## src/logic/sent_payload_pkg.sv

```systemverilog
package sent_payload_pkg;

  // ----------------------------------------------------------------
  // register map
  // ----------------------------------------------------------------
  localparam logic [7:0]  CFG_OFS         = 8'h00;
  localparam logic [7:0]  STAT_OFS        = 8'h04;
  localparam logic [7:0]  CUST_OFS        = 8'h08;
  localparam logic [7:0]  FRAME_OFS       = 8'h0C;

  localparam int          CFG_SS_DIS_BIT  = 0;
  localparam int          CFG_LAYOUT_LSB  = 1;
  localparam int          CFG_ADDR_IN_BIT = 3;
  localparam int          CFG_SCN_CRC_BIT = 4;
  localparam int          CFG_FALL_LSB    = 5;
  localparam int          CFG_MODE_LSB    = 8;
  localparam int          CFG_BUSADR_LSB  = 11;
  localparam logic [12:0] CFG_RESET       = 13'h0000;
  localparam logic [23:0] CUST_RESET      = 24'h00_0000;

  // ----------------------------------------------------------------
  // frame and slow channel constants
  // ----------------------------------------------------------------
  localparam logic [3:0]  SLOT_LAST       = 4'hF;
  localparam logic [3:0]  SLOT_CRC_FIRST  = 4'hC;
  localparam logic [3:0]  MSG_ID_LAST     = 4'h4;
  localparam logic [3:0]  CRC_SEED        = 4'h5;
  localparam logic [3:0]  CRC_POLY        = 4'hD;
  localparam logic [2:0]  LOW_TICKS       = 3'h5;
  localparam logic [4:0]  HIGH_TICKS_BASE = 5'h07;
  localparam logic [11:0] CNT_MAX_SHORT   = 12'h00F;
  localparam logic [3:0]  LEN_SHORT       = 4'h5;
  localparam logic [3:0]  LEN_LONG        = 4'h8;
  localparam logic [10:0] TEMP_OFFSET     = 11'h019;
  localparam logic [12:0] TEMP_ROUND      = 13'h0004;

  typedef enum logic [1:0] {
    LAYOUT_FIELD,
    LAYOUT_FLAGS,
    LAYOUT_COUNT,
    LAYOUT_TEMP
  } layout_t;

  typedef enum logic [2:0] {
    MODE_PLAIN,
    MODE_SEQUENTIAL,
    MODE_ADDRESSED
  } line_mode_t;

  typedef enum logic {
    TX_IDLE,
    TX_SEND
  } tx_state_t;

  function automatic logic [3:0] crc_step(input logic [3:0] c, input logic [3:0] n);
    logic [3:0] r;
    logic       fb;
    r = c;
    for (int i = 3; i >= 0; i--) begin
      fb = r[3] ^ n[i];
      r  = {r[2:0], 1'b0};
      if (fb) begin
        r = r ^ CRC_POLY;
      end
    end
    return r;
  endfunction : crc_step

endpackage : sent_payload_pkg

```

## src/logic/sent_frame_payload_builder.sv

```systemverilog
`timescale 1ns/100ps
// Behaviour
// RL1 - slow channel rides in status bits only while its disable bit is zero
// RL2 - message ids run 0,1,2,3,4 from reset, then wrap to 0
// RL3 - message spans 16 frames; start bit first frame; id, data, checksum
// RL4 - message checksum covers id and data, same algorithm as frame crc
// RL5 - message 0 carries the eight error-status flags
// RL6 - message 1 carries die temperature, rounded, saturated to 8 bits
// RL7 - messages 2,3,4 carry customer identifier bytes low to high
// RL8 - shared modes, slow channel off, address bit set: address in bits 3:2
// RL9 - layout code picks field, flags+counter, counter or temperature nibbles
// RL10 - frame has 3 data nibbles for layout 0, otherwise 6
// RL11 - frame counter steps once per frame; wraps at 15 or 4095
// RL12 - temperature payload is signed, 8 lsb per degree, 25 degree offset
// RL13 - fault flag byte order fixed, memory error down to range high
// RL14 - frame crc over data nibbles, polynomial x4+x3+x2+1, seed 0101
// RL15 - shared modes may fold the status nibble into the crc first
// RL16 - 3-bit fall-time code, reset 0, drives the output gate ramp
// RL17 - status bits 1:0 always carry device status code
// RL18 - every nibble is 5 low ticks then value-coded high ticks
// RL19 - slow message content captured at sequence start, held to its end
// RL20 - all frame payload fields sampled in one cycle
module sent_frame_payload_builder
  import sent_payload_pkg::*;
#(
  parameter int ADDR_W = 8
) (
  input  wire logic              pclk,
  input  wire logic              presetn,
  input  wire logic [ADDR_W-1:0] paddr,
  input  wire logic              psel,
  input  wire logic              penable,
  input  wire logic              pwrite,
  input  wire logic [31:0]       pwdata,
  input  wire logic [3:0]        pstrb,
  output logic      [31:0]       prdata,
  output logic                   pready,
  output logic                   pslverr,
  input  wire logic              frame_start,
  input  wire logic [11:0]       mag_out,
  input  wire logic [7:0]        diag_flags,
  input  wire logic [11:0]       temp_out,
  input  wire logic [1:0]        device_status,
  output logic                   nibble_valid,
  input  wire logic              nibble_ready,
  output logic      [3:0]        nibble_value,
  output logic                   nibble_last,
  output logic      [2:0]        nibble_low_ticks,
  output logic      [4:0]        nibble_high_ticks,
  output logic      [2:0]        fall_time_sel
);

  // ----------------------------------------------------------------
  // apb slave
  // ----------------------------------------------------------------
  logic [12:0] cfg_q;
  logic [23:0] cust_q;
  logic [31:0] prdata_q;
  logic        err_q;
  logic [3:0]  slot_q;
  logic [3:0]  msg_id_q;
  logic [11:0] cnt_q;
  logic [3:0]  seq_q [0:7];
  logic [3:0]  len_q;
  logic [3:0]  idx_q;
  logic [3:0]  nib_q;
  tx_state_t   state_q;
  logic [11:0] msg_q;
  logic [3:0]  msg_crc_q;

  logic [7:0]  addr8;
  logic        setup;
  logic        wr_acc;
  logic        mapped;
  logic [31:0] wmask;

  assign addr8   = paddr[7:0];
  assign setup   = psel && !penable;
  assign wr_acc  = psel && penable && pwrite;
  assign mapped  = (addr8 == CFG_OFS) || (addr8 == STAT_OFS) ||
                   (addr8 == CUST_OFS) || (addr8 == FRAME_OFS);
  assign wmask   = {{8{pstrb[3]}}, {8{pstrb[2]}}, {8{pstrb[1]}}, {8{pstrb[0]}}};
  assign pready  = 1'b1;
  assign prdata  = prdata_q;
  assign pslverr = psel && penable && err_q;

  always_ff @(posedge pclk or negedge presetn) begin
    if (!presetn) begin
      prdata_q <= 32'h0000_0000;
      err_q    <= 1'b0;
    end else if (setup) begin
      err_q    <= !mapped;
      prdata_q <= 32'h0000_0000;
      if (!pwrite) begin
        unique case (addr8)
          CFG_OFS:   prdata_q <= {19'h0_0000, cfg_q};
          STAT_OFS:  prdata_q <= {12'h000, cnt_q, slot_q, msg_id_q};
          CUST_OFS:  prdata_q <= {8'h00, cust_q};
          FRAME_OFS: prdata_q <= {seq_q[7], seq_q[6], seq_q[5], seq_q[4],
                                  seq_q[3], seq_q[2], seq_q[1], seq_q[0]};
          default:   prdata_q <= 32'h0000_0000;
        endcase
      end
    end
  end

  always_ff @(posedge pclk or negedge presetn) begin
    if (!presetn) begin
      cfg_q  <= CFG_RESET; // RL16
      cust_q <= CUST_RESET;
    end else if (wr_acc && !err_q) begin
      if (addr8 == CFG_OFS) begin
        cfg_q <= (cfg_q & ~wmask[12:0]) | (pwdata[12:0] & wmask[12:0]);
      end
      if (addr8 == CUST_OFS) begin
        cust_q <= (cust_q & ~wmask[23:0]) | (pwdata[23:0] & wmask[23:0]);
      end
    end
  end

  // ----------------------------------------------------------------
  // configuration fields
  // ----------------------------------------------------------------
  logic       ss_dis;
  logic       addr_in;
  logic       scn_crc;
  logic       shared;
  layout_t    layout;
  line_mode_t mode;
  logic [1:0] bus_addr;

  assign ss_dis        = cfg_q[CFG_SS_DIS_BIT];
  assign addr_in       = cfg_q[CFG_ADDR_IN_BIT];
  assign scn_crc       = cfg_q[CFG_SCN_CRC_BIT];
  assign layout        = layout_t'(cfg_q[CFG_LAYOUT_LSB +: 2]);
  assign mode          = line_mode_t'(cfg_q[CFG_MODE_LSB +: 3]);
  assign bus_addr      = cfg_q[CFG_BUSADR_LSB +: 2];
  assign shared        = (mode == MODE_SEQUENTIAL) || (mode == MODE_ADDRESSED);
  assign fall_time_sel = cfg_q[CFG_FALL_LSB +: 3]; // RL16

  // ----------------------------------------------------------------
  // frame composition
  // ----------------------------------------------------------------
  logic        take;
  logic [7:0]  msg_data;
  logic [11:0] msg_cur;
  logic [3:0]  msg_crc_cur;
  logic        ss_bit;
  logic [3:0]  status_nib;
  logic [3:0]  dat [0:5];
  logic [3:0]  len_d;
  logic [3:0]  crc_d;
  logic [12:0] t_round;
  logic [10:0] deg;
  logic [7:0]  temp8;
  logic [11:0] tail;

  assign take = frame_start && (state_q == TX_IDLE);

  always_comb begin
    t_round = {temp_out[11], temp_out} + TEMP_ROUND; // RL6
    deg     = {t_round[12], t_round[12:3]} + TEMP_OFFSET;
    temp8   = (!deg[10] && (deg[9:7] != 3'h0)) ? 8'h7F : // RL6
              (deg[10] && (deg[9:7] != 3'h7)) ? 8'h80 : deg[7:0];
    unique case (msg_id_q)
      4'h0:    msg_data = diag_flags; // RL5
      4'h1:    msg_data = temp8; // RL6
      4'h2:    msg_data = cust_q[7:0]; // RL7
      4'h3:    msg_data = cust_q[15:8];
      4'h4:    msg_data = cust_q[23:16];
      default: msg_data = 8'h00;
    endcase
  end

  always_comb begin
    msg_cur     = (slot_q == 4'h0) ? {msg_id_q, msg_data} : msg_q; // RL19
    msg_crc_cur = crc_step(crc_step(crc_step(CRC_SEED, msg_cur[11:8]),
                                    msg_cur[7:4]), msg_cur[3:0]); // RL4
    if (slot_q == 4'h0) begin
      ss_bit = msg_cur[11];
    end else if (slot_q < SLOT_CRC_FIRST) begin
      ss_bit = msg_cur[4'hB - slot_q]; // RL3
    end else begin
      ss_bit = msg_crc_q[2'(SLOT_LAST - slot_q)];
    end
  end

  always_comb begin
    if (!ss_dis) begin
      status_nib = {slot_q == 4'h0, ss_bit, device_status}; // RL1 RL3 RL17
    end else if (shared && addr_in) begin
      status_nib = {bus_addr, device_status}; // RL8
    end else begin
      status_nib = {2'b00, device_status}; // RL17
    end
    dat[0] = mag_out[11:8]; // RL9 RL20
    dat[1] = mag_out[7:4];
    dat[2] = mag_out[3:0];
    unique case (layout)
      LAYOUT_FIELD: tail = 12'h000;
      LAYOUT_FLAGS: tail = {diag_flags, cnt_q[3:0]}; // RL13
      LAYOUT_COUNT: tail = cnt_q;
      LAYOUT_TEMP:  tail = temp_out; // RL12
    endcase
    dat[3] = tail[11:8];
    dat[4] = tail[7:4];
    dat[5] = tail[3:0];
    len_d = (layout == LAYOUT_FIELD) ? LEN_SHORT : LEN_LONG; // RL10
    crc_d = (shared && scn_crc) ? crc_step(CRC_SEED, status_nib) : CRC_SEED; // RL14 RL15
    for (int i = 0; i < 6; i++) begin
      if ((i < 3) || (layout != LAYOUT_FIELD)) begin
        crc_d = crc_step(crc_d, dat[i]); // RL14
      end
    end
  end

  // ----------------------------------------------------------------
  // frame storage and nibble sequencing
  // ----------------------------------------------------------------
  always_ff @(posedge pclk or negedge presetn) begin
    if (!presetn) begin
      for (int i = 0; i < 8; i++) begin
        seq_q[i] <= 4'h0;
      end
      len_q <= LEN_SHORT;
    end else if (take) begin
      seq_q[0] <= status_nib; // RL20
      for (int i = 0; i < 6; i++) begin
        seq_q[i+1] <= dat[i];
      end
      seq_q[7] <= crc_d;
      if (layout == LAYOUT_FIELD) begin
        seq_q[4] <= crc_d;
      end
      len_q <= len_d;
    end
  end

  always_ff @(posedge pclk or negedge presetn) begin
    if (!presetn) begin
      state_q <= TX_IDLE;
      idx_q   <= 4'h0;
      nib_q   <= 4'h0;
    end else if (take) begin
      state_q <= TX_SEND;
      idx_q   <= 4'h0;
      nib_q   <= status_nib;
    end else if ((state_q == TX_SEND) && nibble_ready) begin
      if (idx_q == len_q - 4'h1) begin
        state_q <= TX_IDLE;
      end else begin
        idx_q <= idx_q + 4'h1;
        nib_q <= seq_q[3'(idx_q + 4'h1)];
      end
    end
  end

  assign nibble_valid      = (state_q == TX_SEND);
  assign nibble_value      = nib_q;
  assign nibble_last       = nibble_valid && (idx_q == len_q - 4'h1);
  assign nibble_low_ticks  = LOW_TICKS; // RL18
  assign nibble_high_ticks = HIGH_TICKS_BASE + {1'b0, nib_q}; // RL18

  // ----------------------------------------------------------------
  // frame counter and slow channel sequence
  // ----------------------------------------------------------------
  always_ff @(posedge pclk or negedge presetn) begin
    if (!presetn) begin
      cnt_q <= 12'h000;
    end else if (take) begin
      if ((layout == LAYOUT_FLAGS) && (cnt_q >= CNT_MAX_SHORT)) begin
        cnt_q <= 12'h000; // RL11
      end else begin
        cnt_q <= cnt_q + 12'h001; // RL11
      end
    end
  end

  always_ff @(posedge pclk or negedge presetn) begin
    if (!presetn) begin
      slot_q    <= 4'h0;
      msg_id_q  <= 4'h0; // RL2
      msg_q     <= 12'h000;
      msg_crc_q <= 4'h0;
    end else if (ss_dis) begin
      slot_q <= 4'h0;
    end else if (take) begin
      if (slot_q == 4'h0) begin
        msg_q     <= msg_cur; // RL19
        msg_crc_q <= msg_crc_cur;
      end
      slot_q <= slot_q + 4'h1;
      if (slot_q == SLOT_LAST) begin
        msg_id_q <= (msg_id_q == MSG_ID_LAST) ? 4'h0 : msg_id_q + 4'h1; // RL2
      end
    end
  end
endmodule : sent_frame_payload_builder

```

## config.mk

```make
export PLATFORM = sky130hd
export DESIGN_NAME = sent_frame_payload_builder
export DESIGN_NICKNAME = d
export VERILOG_FILES = /design/src/logic/sent_payload_pkg.sv /design/src/logic/sent_frame_payload_builder.sv
export SDC_FILE = /design/constraint.sdc
export NUM_CORES = 1
export LEC_CHECK = 0
export ABC_AREA = 1
export BUFFER_PORTS_ARGS = -buffer_cell sky130_fd_sc_hd__buf_2
export CORE_ASPECT_RATIO = 1.75
export CORE_MARGIN = 8
export CORE_UTILIZATION = 40
export DETAILED_ROUTE_END_ITERATION = 16
export REMOVE_ABC_BUFFERS = 1
export SYNTH_ARGS = -nofsm -noshare
export SYNTH_HDL_FRONTEND = slang
export SYNTH_SLANG_ARGS = --single-unit
```

## constraint.sdc

```tcl
create_clock -name pclk -period 5.3 [get_ports pclk]
set_input_delay 1.59 -clock pclk [delete_from_list [all_inputs] [get_ports pclk]]
set_output_delay 1.59 -clock pclk [all_outputs]
set_load 0.1 [all_outputs]
```

==> results of run 1 <==
synthesized netlist by cell type (23+ instances only):
| cell | instances | area (um^2) |
|---|---|---|
| dfrtp_1 | 148 | 3700 |
| nand2_1 | 304 | 1140 |
| clkbuf_1 | 29 | 109 |
| xor2_1 | 29 | 254 |
| o21ai_0 | 121 | 606 |
| a221oi_1 | 23 | 201 |
| a21oi_1 | 53 | 265 |
| nor2_1 | 91 | 342 |
| nand3_1 | 100 | 500 |
| o22ai_1 | 34 | 213 |
| nand2_2 | 39 | 244 |
| inv_1 | 185 | 694 |
per-stage QoR:
| step | hold slack [ps] | worst slack [ps] | cells | total power, mW |
|---|---|---|---|---|
| floorplan | 448 | -1330 | 1269 | 3.33 |
| global placement | 460 | -2100 | 1822 | 4.20 |
| detailed placement | 469 | -2170 | 1822 | 4.24 |
| CTS | 487 | -1490 | 1862 | 5.61 |
| global route | 505 | -2090 | 1870 | 6.09 |
| finish | 480 | -1610 | 1870 | 5.75 |
routing by layer:
layer | global-route usage [%] | up-vias | wire length (um)
met1 | 22.8 | 4843 | 12200
met3 | 4.11 | 117 | 1590
met2 | 45.4 | 316 | 19200
li1 | - | 4795 | -
met5 | 0 | - | 0
met4 | 16.9 | 0 | 2400
worst max path at each step:
stage                     endpoint  depth (start not counted)
after global routing      seq_q[3]                         61
after global placement    seq_q[0]                         56
after CTS                 seq_q[0]                         63
after floorplan           seq_q[0]                         62
after detailed placement  seq_q[3]                         58
final                     seq_q[0]                         59
worst register-to-register path, delay by kind of cell (launching register included):
kind	cells	cell delay [ps]
and+or+nand+nor	41	3840
AOI/OAI and AO/OA	4	660
DFF	1	410
buffers and inverters	4	400
xor gates and xnor gates	1	250
adders and majority gates	1	230
cell families (layout without fill, tap and decap cells):
logic type | count (synthesis) | in the layout
fa+ha+maj | 13 | 13
xor+xnor | 43 | 43
mux | 1 | 1
buf+inv | 241 | 489
flops | 149 | 149
simple gates | 590 | 590
compound gates | 273 | 273
other cells | 2 | 4
timing repair:
action / 4_1_cts / 5_1_grt
resized for setup: 109 / 60
hold buffers: 0 / 0
setup endpoints to repair: 8 / 8
setup buffers: 8 / 9
pin swaps: 45 / 37
final cells by class:
type                    count  area share [%]
repair buffers            261            13.7
clock inverters            10           0.759
clock buffers              22            3.74
multi-input cells         924            43.5
flip-flops and latches    149            29.4
well taps                 308            3.04
inverters                 196            5.80
power groups by stage:
stage	Combinational (mW)	Clock, mW	Sequential, mW
2_1_floorplan	1.70	0	1.62
3_5_place_dp	2.66	0	1.57
5_1_grt	3.25	1.26	1.58
6_report	2.99	1.20	1.56
3_3_place_gp	2.64	0	1.57
4_1_cts	2.84	1.22	1.55
==> flow_summary_export.csv, run 1 <==
group,metric,value,unit
timing,slew_viol_final,0,
cells_and_area,final_cell_mix,"nand2_1 (249), inv_1 (180), dfrtp_1 (148)",
status,violations,"negative setup slack",
min_path,hp-class,"flip-flop to flip-flop",
status,status,"finished with violations",
power,vdd_ir_drop_max,0.000345,V
power,pwr-share-seq,27.1,%
die,die_h,220,um
power,pwr-share-comb,52.0,%
power,p_sw,2.66,mW
power,pwr-share-clk,20.9,%
worst_setup_path,slowest_stage,"or2_1",
power,internal_power,3.09,mW
die,die_w,133,um
placement,dpl-instance-area,0.0113,mm^2
timing,maxClockFrequency,145,MHz
synthesis,synth_sequential_area_ratio,39.1,%
placement,io_buffers,122,
grt,grt_pass1_wl,53600,um
worst_setup_path,worstReg2RegStart,"msg_id_q[0]",
synthesis,synth_compound_area_share,17.1,%
worst_setup_path,required,5630,ps
cells_and_area,antennaDiodeCount,0,
timing,skew,9.90,ps
detailed_routing,routed_wl,35400,um
min_path,hold_depth,2,
clocking,cts_made_buffers,17,
clocking,clk_latency,440,ps
clocking,cts-root-buf,"clkbuf_16",
synthesis,ys_types,55,
worst_setup_path,r2r_end,"seq_q[0]",
timing,final.setup.tns,-7640,ps
die,start_util,40.2,%
grt,grt_pass1_vias,10126,
synthesis,yosys.area_share.simple,27.4,%
worst_setup_path,critical_path_arrival,7250,ps
worst_setup_path,worst_setup_path_start_kind,"input port",
worst_setup_path,cp-end-kind,"flip-flop",
synthesis,synthMuxAreaShare,0.105,%
worst_setup_path,reg2reg_slack,-600,ps
placement,gp_congestion,0.934,
min_path,hp-start,"prdata[10]",
detailed_routing,drc_errors,0,
placement,hpwlAfterDp,27900,um
power,swShare,46.3,%
min_path,hold_end,"prdata[10]",
die,core_area,0.0237,mm^2
cells_and_area,layout-drive-gt1-share,29.8,%
worst_setup_path,crit_top_cell,"nand2_2",
timing,fin_crit,6910,ps
timing,slew_headroom,17.9,%
synthesis,synth-edff-count,0,
synthesis,synthAdderAreaFrac,1.70,%
job,drv_cap,0,
cells_and_area,multi_input_area,0.00552,mm^2
worst_setup_path,cp_max_fo,5,
worst_setup_path,cp_slowest_stage_delay,260,ps
grt,grt_usage,23.9,%
cells_and_area,layout_commonest_cell,"nand2_1",
detailed_routing,vias,10071,
detailed_routing,postRouteAntennaNets,0,
detailed_routing,post_drt_wl_per_cell,18.9,um
clocking,clock_tree.buffer_depth,2,
timing,finalSetupViolCount,8,
grt,grt_antenna_before_repair,0,
grt,grt_start_max_net_pins,93,
cells_and_area,fillCellCount,2325,
worst_setup_path,critPathKind,"input port to flip-flop",
timing,period_share,130,%
cells_and_area,final_nets,1647,
synthesis,syn_area,0.00955,mm^2
synthesis,synthArstFlopShare,100,%
clocking,htreeDepth,4,
detailed_routing,first_iter_violations,649,
worst_setup_path,path_delay_family,"simple AND/OR/NAND/NOR gates",
worst_setup_path,cp-startpoint,"temp_out[3]",
cells_and_area,seq_area,0.00373,mm^2
synthesis,synth_top_family_by_area,"simple AND/OR/NAND/NOR gates",
power,p_per_area,453,mW/mm^2
die,die-area,0.0293,mm^2
synthesis,syn_area_per_cell,7.28,um^2
detailed_routing,firstDrtPassIters,5,
die,row_count,75,
synthesis,synth_xor_area_share,4.25,%
cells_and_area,utilization,53.4,%
timing,tightestPinTransition,1230,ps
clocking,cts_sinks,149,
cells_and_area,post-route-cell-area,0.0127,mm^2
clocking,tritoncts,"built",
die,io_pins,136,
cells_and_area,area_growth,32.9,%
synthesis,synth_seq_cells,149,
detailed_routing,vias_per_cell,5.39,
power,p_leak,6.40,nW
synthesis,ys.flop_type,"dfrtp_1",
synthesis,ys_warn_count,0,
grt,grt-ovfl-total,0,
synthesis,post_synth_inst_count,1312,
clocking,clk_pin_slew_worst_paths,70,ps
worst_setup_path,crit_buf_inv,7,
worst_setup_path,reg2regPathDepth,51,
timing,hold_viol_final,0,
timing,setup_ws,-1610,ps
timing,rsz0062_at_grt,"yes",
Power figures use the tool's default switching activity.
==> run 2, diff against run 1 <==
RECOVER_POWER = 100   (was unset)
SETUP_SLACK_MARGIN = 0.2   (was unset)
==> flow_summary_export.csv, run 2 (synthesis gave the netlist of run 1 again) <==
group,metric,value,unit
grt,grt_start_max_net_pins,93,
die,start_util,40.2,%
cells_and_area,seq_area,0.00373,mm^2
timing,slew_viol_final,120,
grt,met3_usage,4.11,%
timing,skew,9.83,ps
detailed_routing,vias,10089,
power,vdd_ir_drop_max,0.000341,V
grt,use_met1,22.8,%
placement,hpwlAfterDp,27900,um
timing,finalSetupViolCount,8,
power,pwr-share-comb,51.8,%
detailed_routing,first_iter_violations,599,
worst_setup_path,critical_path_arrival,7250,ps
cells_and_area,final_cell_mix,"nand2_1 (249), inv_1 (180), dfrtp_1 (148)",
cells_and_area,layout_commonest_cell,"nand2_1",
timing,rsz0062_at_grt,"yes",
cells_and_area,antennaDiodeCount,0,
placement,dpl-instance-area,0.0113,mm^2
worst_setup_path,cp_slowest_stage_delay,260,ps
grt,grtUsageMet2,45.4,%
clocking,clk_latency,440,ps
grt,grt_pass1_wl,53600,um
worst_setup_path,cp_max_fo,5,
cells_and_area,fillCellCount,2372,
clocking,clk_pin_slew_worst_paths,70,ps
cells_and_area,post-route-cell-area,0.0126,mm^2
timing,final.setup.tns,-7710,ps
clocking,htreeDepth,4,
power,p_sw,2.67,mW
detailed_routing,postRouteAntennaNets,0,
detailed_routing,post_drt_wl_per_cell,18.9,um
clocking,tritoncts,"built",
clocking,clock_tree.buffer_depth,2,
detailed_routing,routed_wl,35400,um
die,die_h,220,um
power,swShare,46.4,%
clocking,cts_made_buffers,17,
worst_setup_path,critPathKind,"input port to flip-flop",
grt,grt-ovfl-total,0,
detailed_routing,firstDrtPassIters,5,
placement,dp.cells,1822,
die,die-area,0.0293,mm^2
power,p_per_area,456,mW/mm^2
clocking,cts_sinks,149,
worst_setup_path,worstReg2RegStart,"msg_id_q[0]",
die,row_count,75,
worst_setup_path,slowest_stage,"or2_1",
power,pwr-share-seq,27.2,%
timing,slew_headroom,-55.9,%
cells_and_area,final_nets,1648,
timing,setup_ws,-1620,ps
status,violations,"max-capacitance violations, max-slew violations, negative setup slack",
timing,hold_viol_final,0,
power,power,5.74,mW
worst_setup_path,crit_top_cell,"nand2_2",
min_path,hp-start,"prdata[10]",
cells_and_area,stdcell_count,1871,
grt,top_usage_layer,"met2",
cells_and_area,area_growth,31.9,%
die,die_w,133,um
power,p_leak,6.21,nW
status,status,"finished with violations",
timing,holdWs,485,ps
worst_setup_path,cp-end-kind,"flip-flop",
cells_and_area,multi_input_area,0.00551,mm^2
die,io_pins,136,
worst_setup_path,cp-startpoint,"temp_out[3]",
min_path,hp-class,"flip-flop to flip-flop",
detailed_routing,drc_errors,0,
cells_and_area,layout-drive-gt1-share,26.4,%
timing,period_share,130,%
grt,grt_antenna_before_repair,0,
worst_setup_path,required,5630,ps
power,pwr-share-clk,20.9,%
timing,maxClockFrequency,145,MHz
timing,tightestPinTransition,2340,ps
grt,grt_pass1_vias,10126,
timing,fin_crit,6920,ps
worst_setup_path,reg2reg_slack,-590,ps
grt,grt_usage,23.9,%
placement,gp_congestion,0.934,
worst_setup_path,worst_setup_path_start_kind,"input port",
placement,io_buffers,122,
clocking,cts-root-buf,"clkbuf_16",
detailed_routing,vias_per_cell,5.39,
power,internal_power,3.08,mW
die,core_area,0.0237,mm^2
job,drv_cap,2,
==> run 2: cell types whose count changed in the layout (fill, tap and decap cells not counted), moves of 2 or more <==
| cell | before | now |
|---|---|---|
| buf_4 | 132 | 125 |
| buf_2 | 116 | 71 |
| nor4_1 | 3 | 5 |
| clkbuf_2 | 0 | 2 |
| nor4_2 | 3 | 1 |
| clkbuf_1 | 2 | 53 |
==> run 2: layout make-up <==
cell class                 count  area share (%)
multi-input combinational    924            43.7
sequential                   149            29.6
timing repair buffer         262            13.2
inverter                     196            5.84
clock buffer                  22            3.77
tap                          308            3.06
clock inverter                10           0.765
==> run 2: path summary, 6_finish.rpt <==
check                                   to  cells past startpoint
worst max-delay path              seq_q[0]                     59
worst min-delay path            prdata[10]                      2
worst max register to register    seq_q[0]                     51
worst min register to register  prdata[10]                      2
max in group asynchronous         msg_q[4]                      2
min in group asynchronous         idx_q[0]                      1
==> run 2: repair_timing <==
action | CTS | global route
resized for setup | 109 | 60
pin swaps | 45 | 37
buffers inserted | 8 | 9
endpoints found under the setup margin | 8 | 8
gates cloned | 0 | 0
hold buffers | 0 | 0
==> run 2: layer usage <==
layer	part of all wire [%]	wire, um	vias to the layer above
met3	4.6	1630	124
met1	34	12200	4809
met4	7.0	2460	0
met2	54	19100	346
li1	-	-	4810
met5	0	0	-
==> run 2: stage by stage <==
stage	util, %	setup slack (ps)
after floorplan	-	-1330
after global placement	47.5	-2100
after detailed placement	47.5	-2170
after CTS	52.1	-1490
after global routing	53.0	-2090
final	53.0	-1620
==> run 2: worst max-delay path, delay by kind of cell <==
family	cells	cell delay (ps)
compound gates	3	250
simple gates	47	4300
xor+xnor	1	210
buf+inv	7	690
fa+ha+maj	1	240
==> run 2: power by group through the flow <==
stage / combinational, mW / sequential [mW] / clock, mW
4_1_cts: 2.84 / 1.55 / 1.22
2_1_floorplan: 1.70 / 1.62 / 0
6_report: 2.98 / 1.56 / 1.20
3_3_place_gp: 2.64 / 1.57 / 0
5_1_grt: 3.24 / 1.58 / 1.26
3_5_place_dp: 2.66 / 1.57 / 0
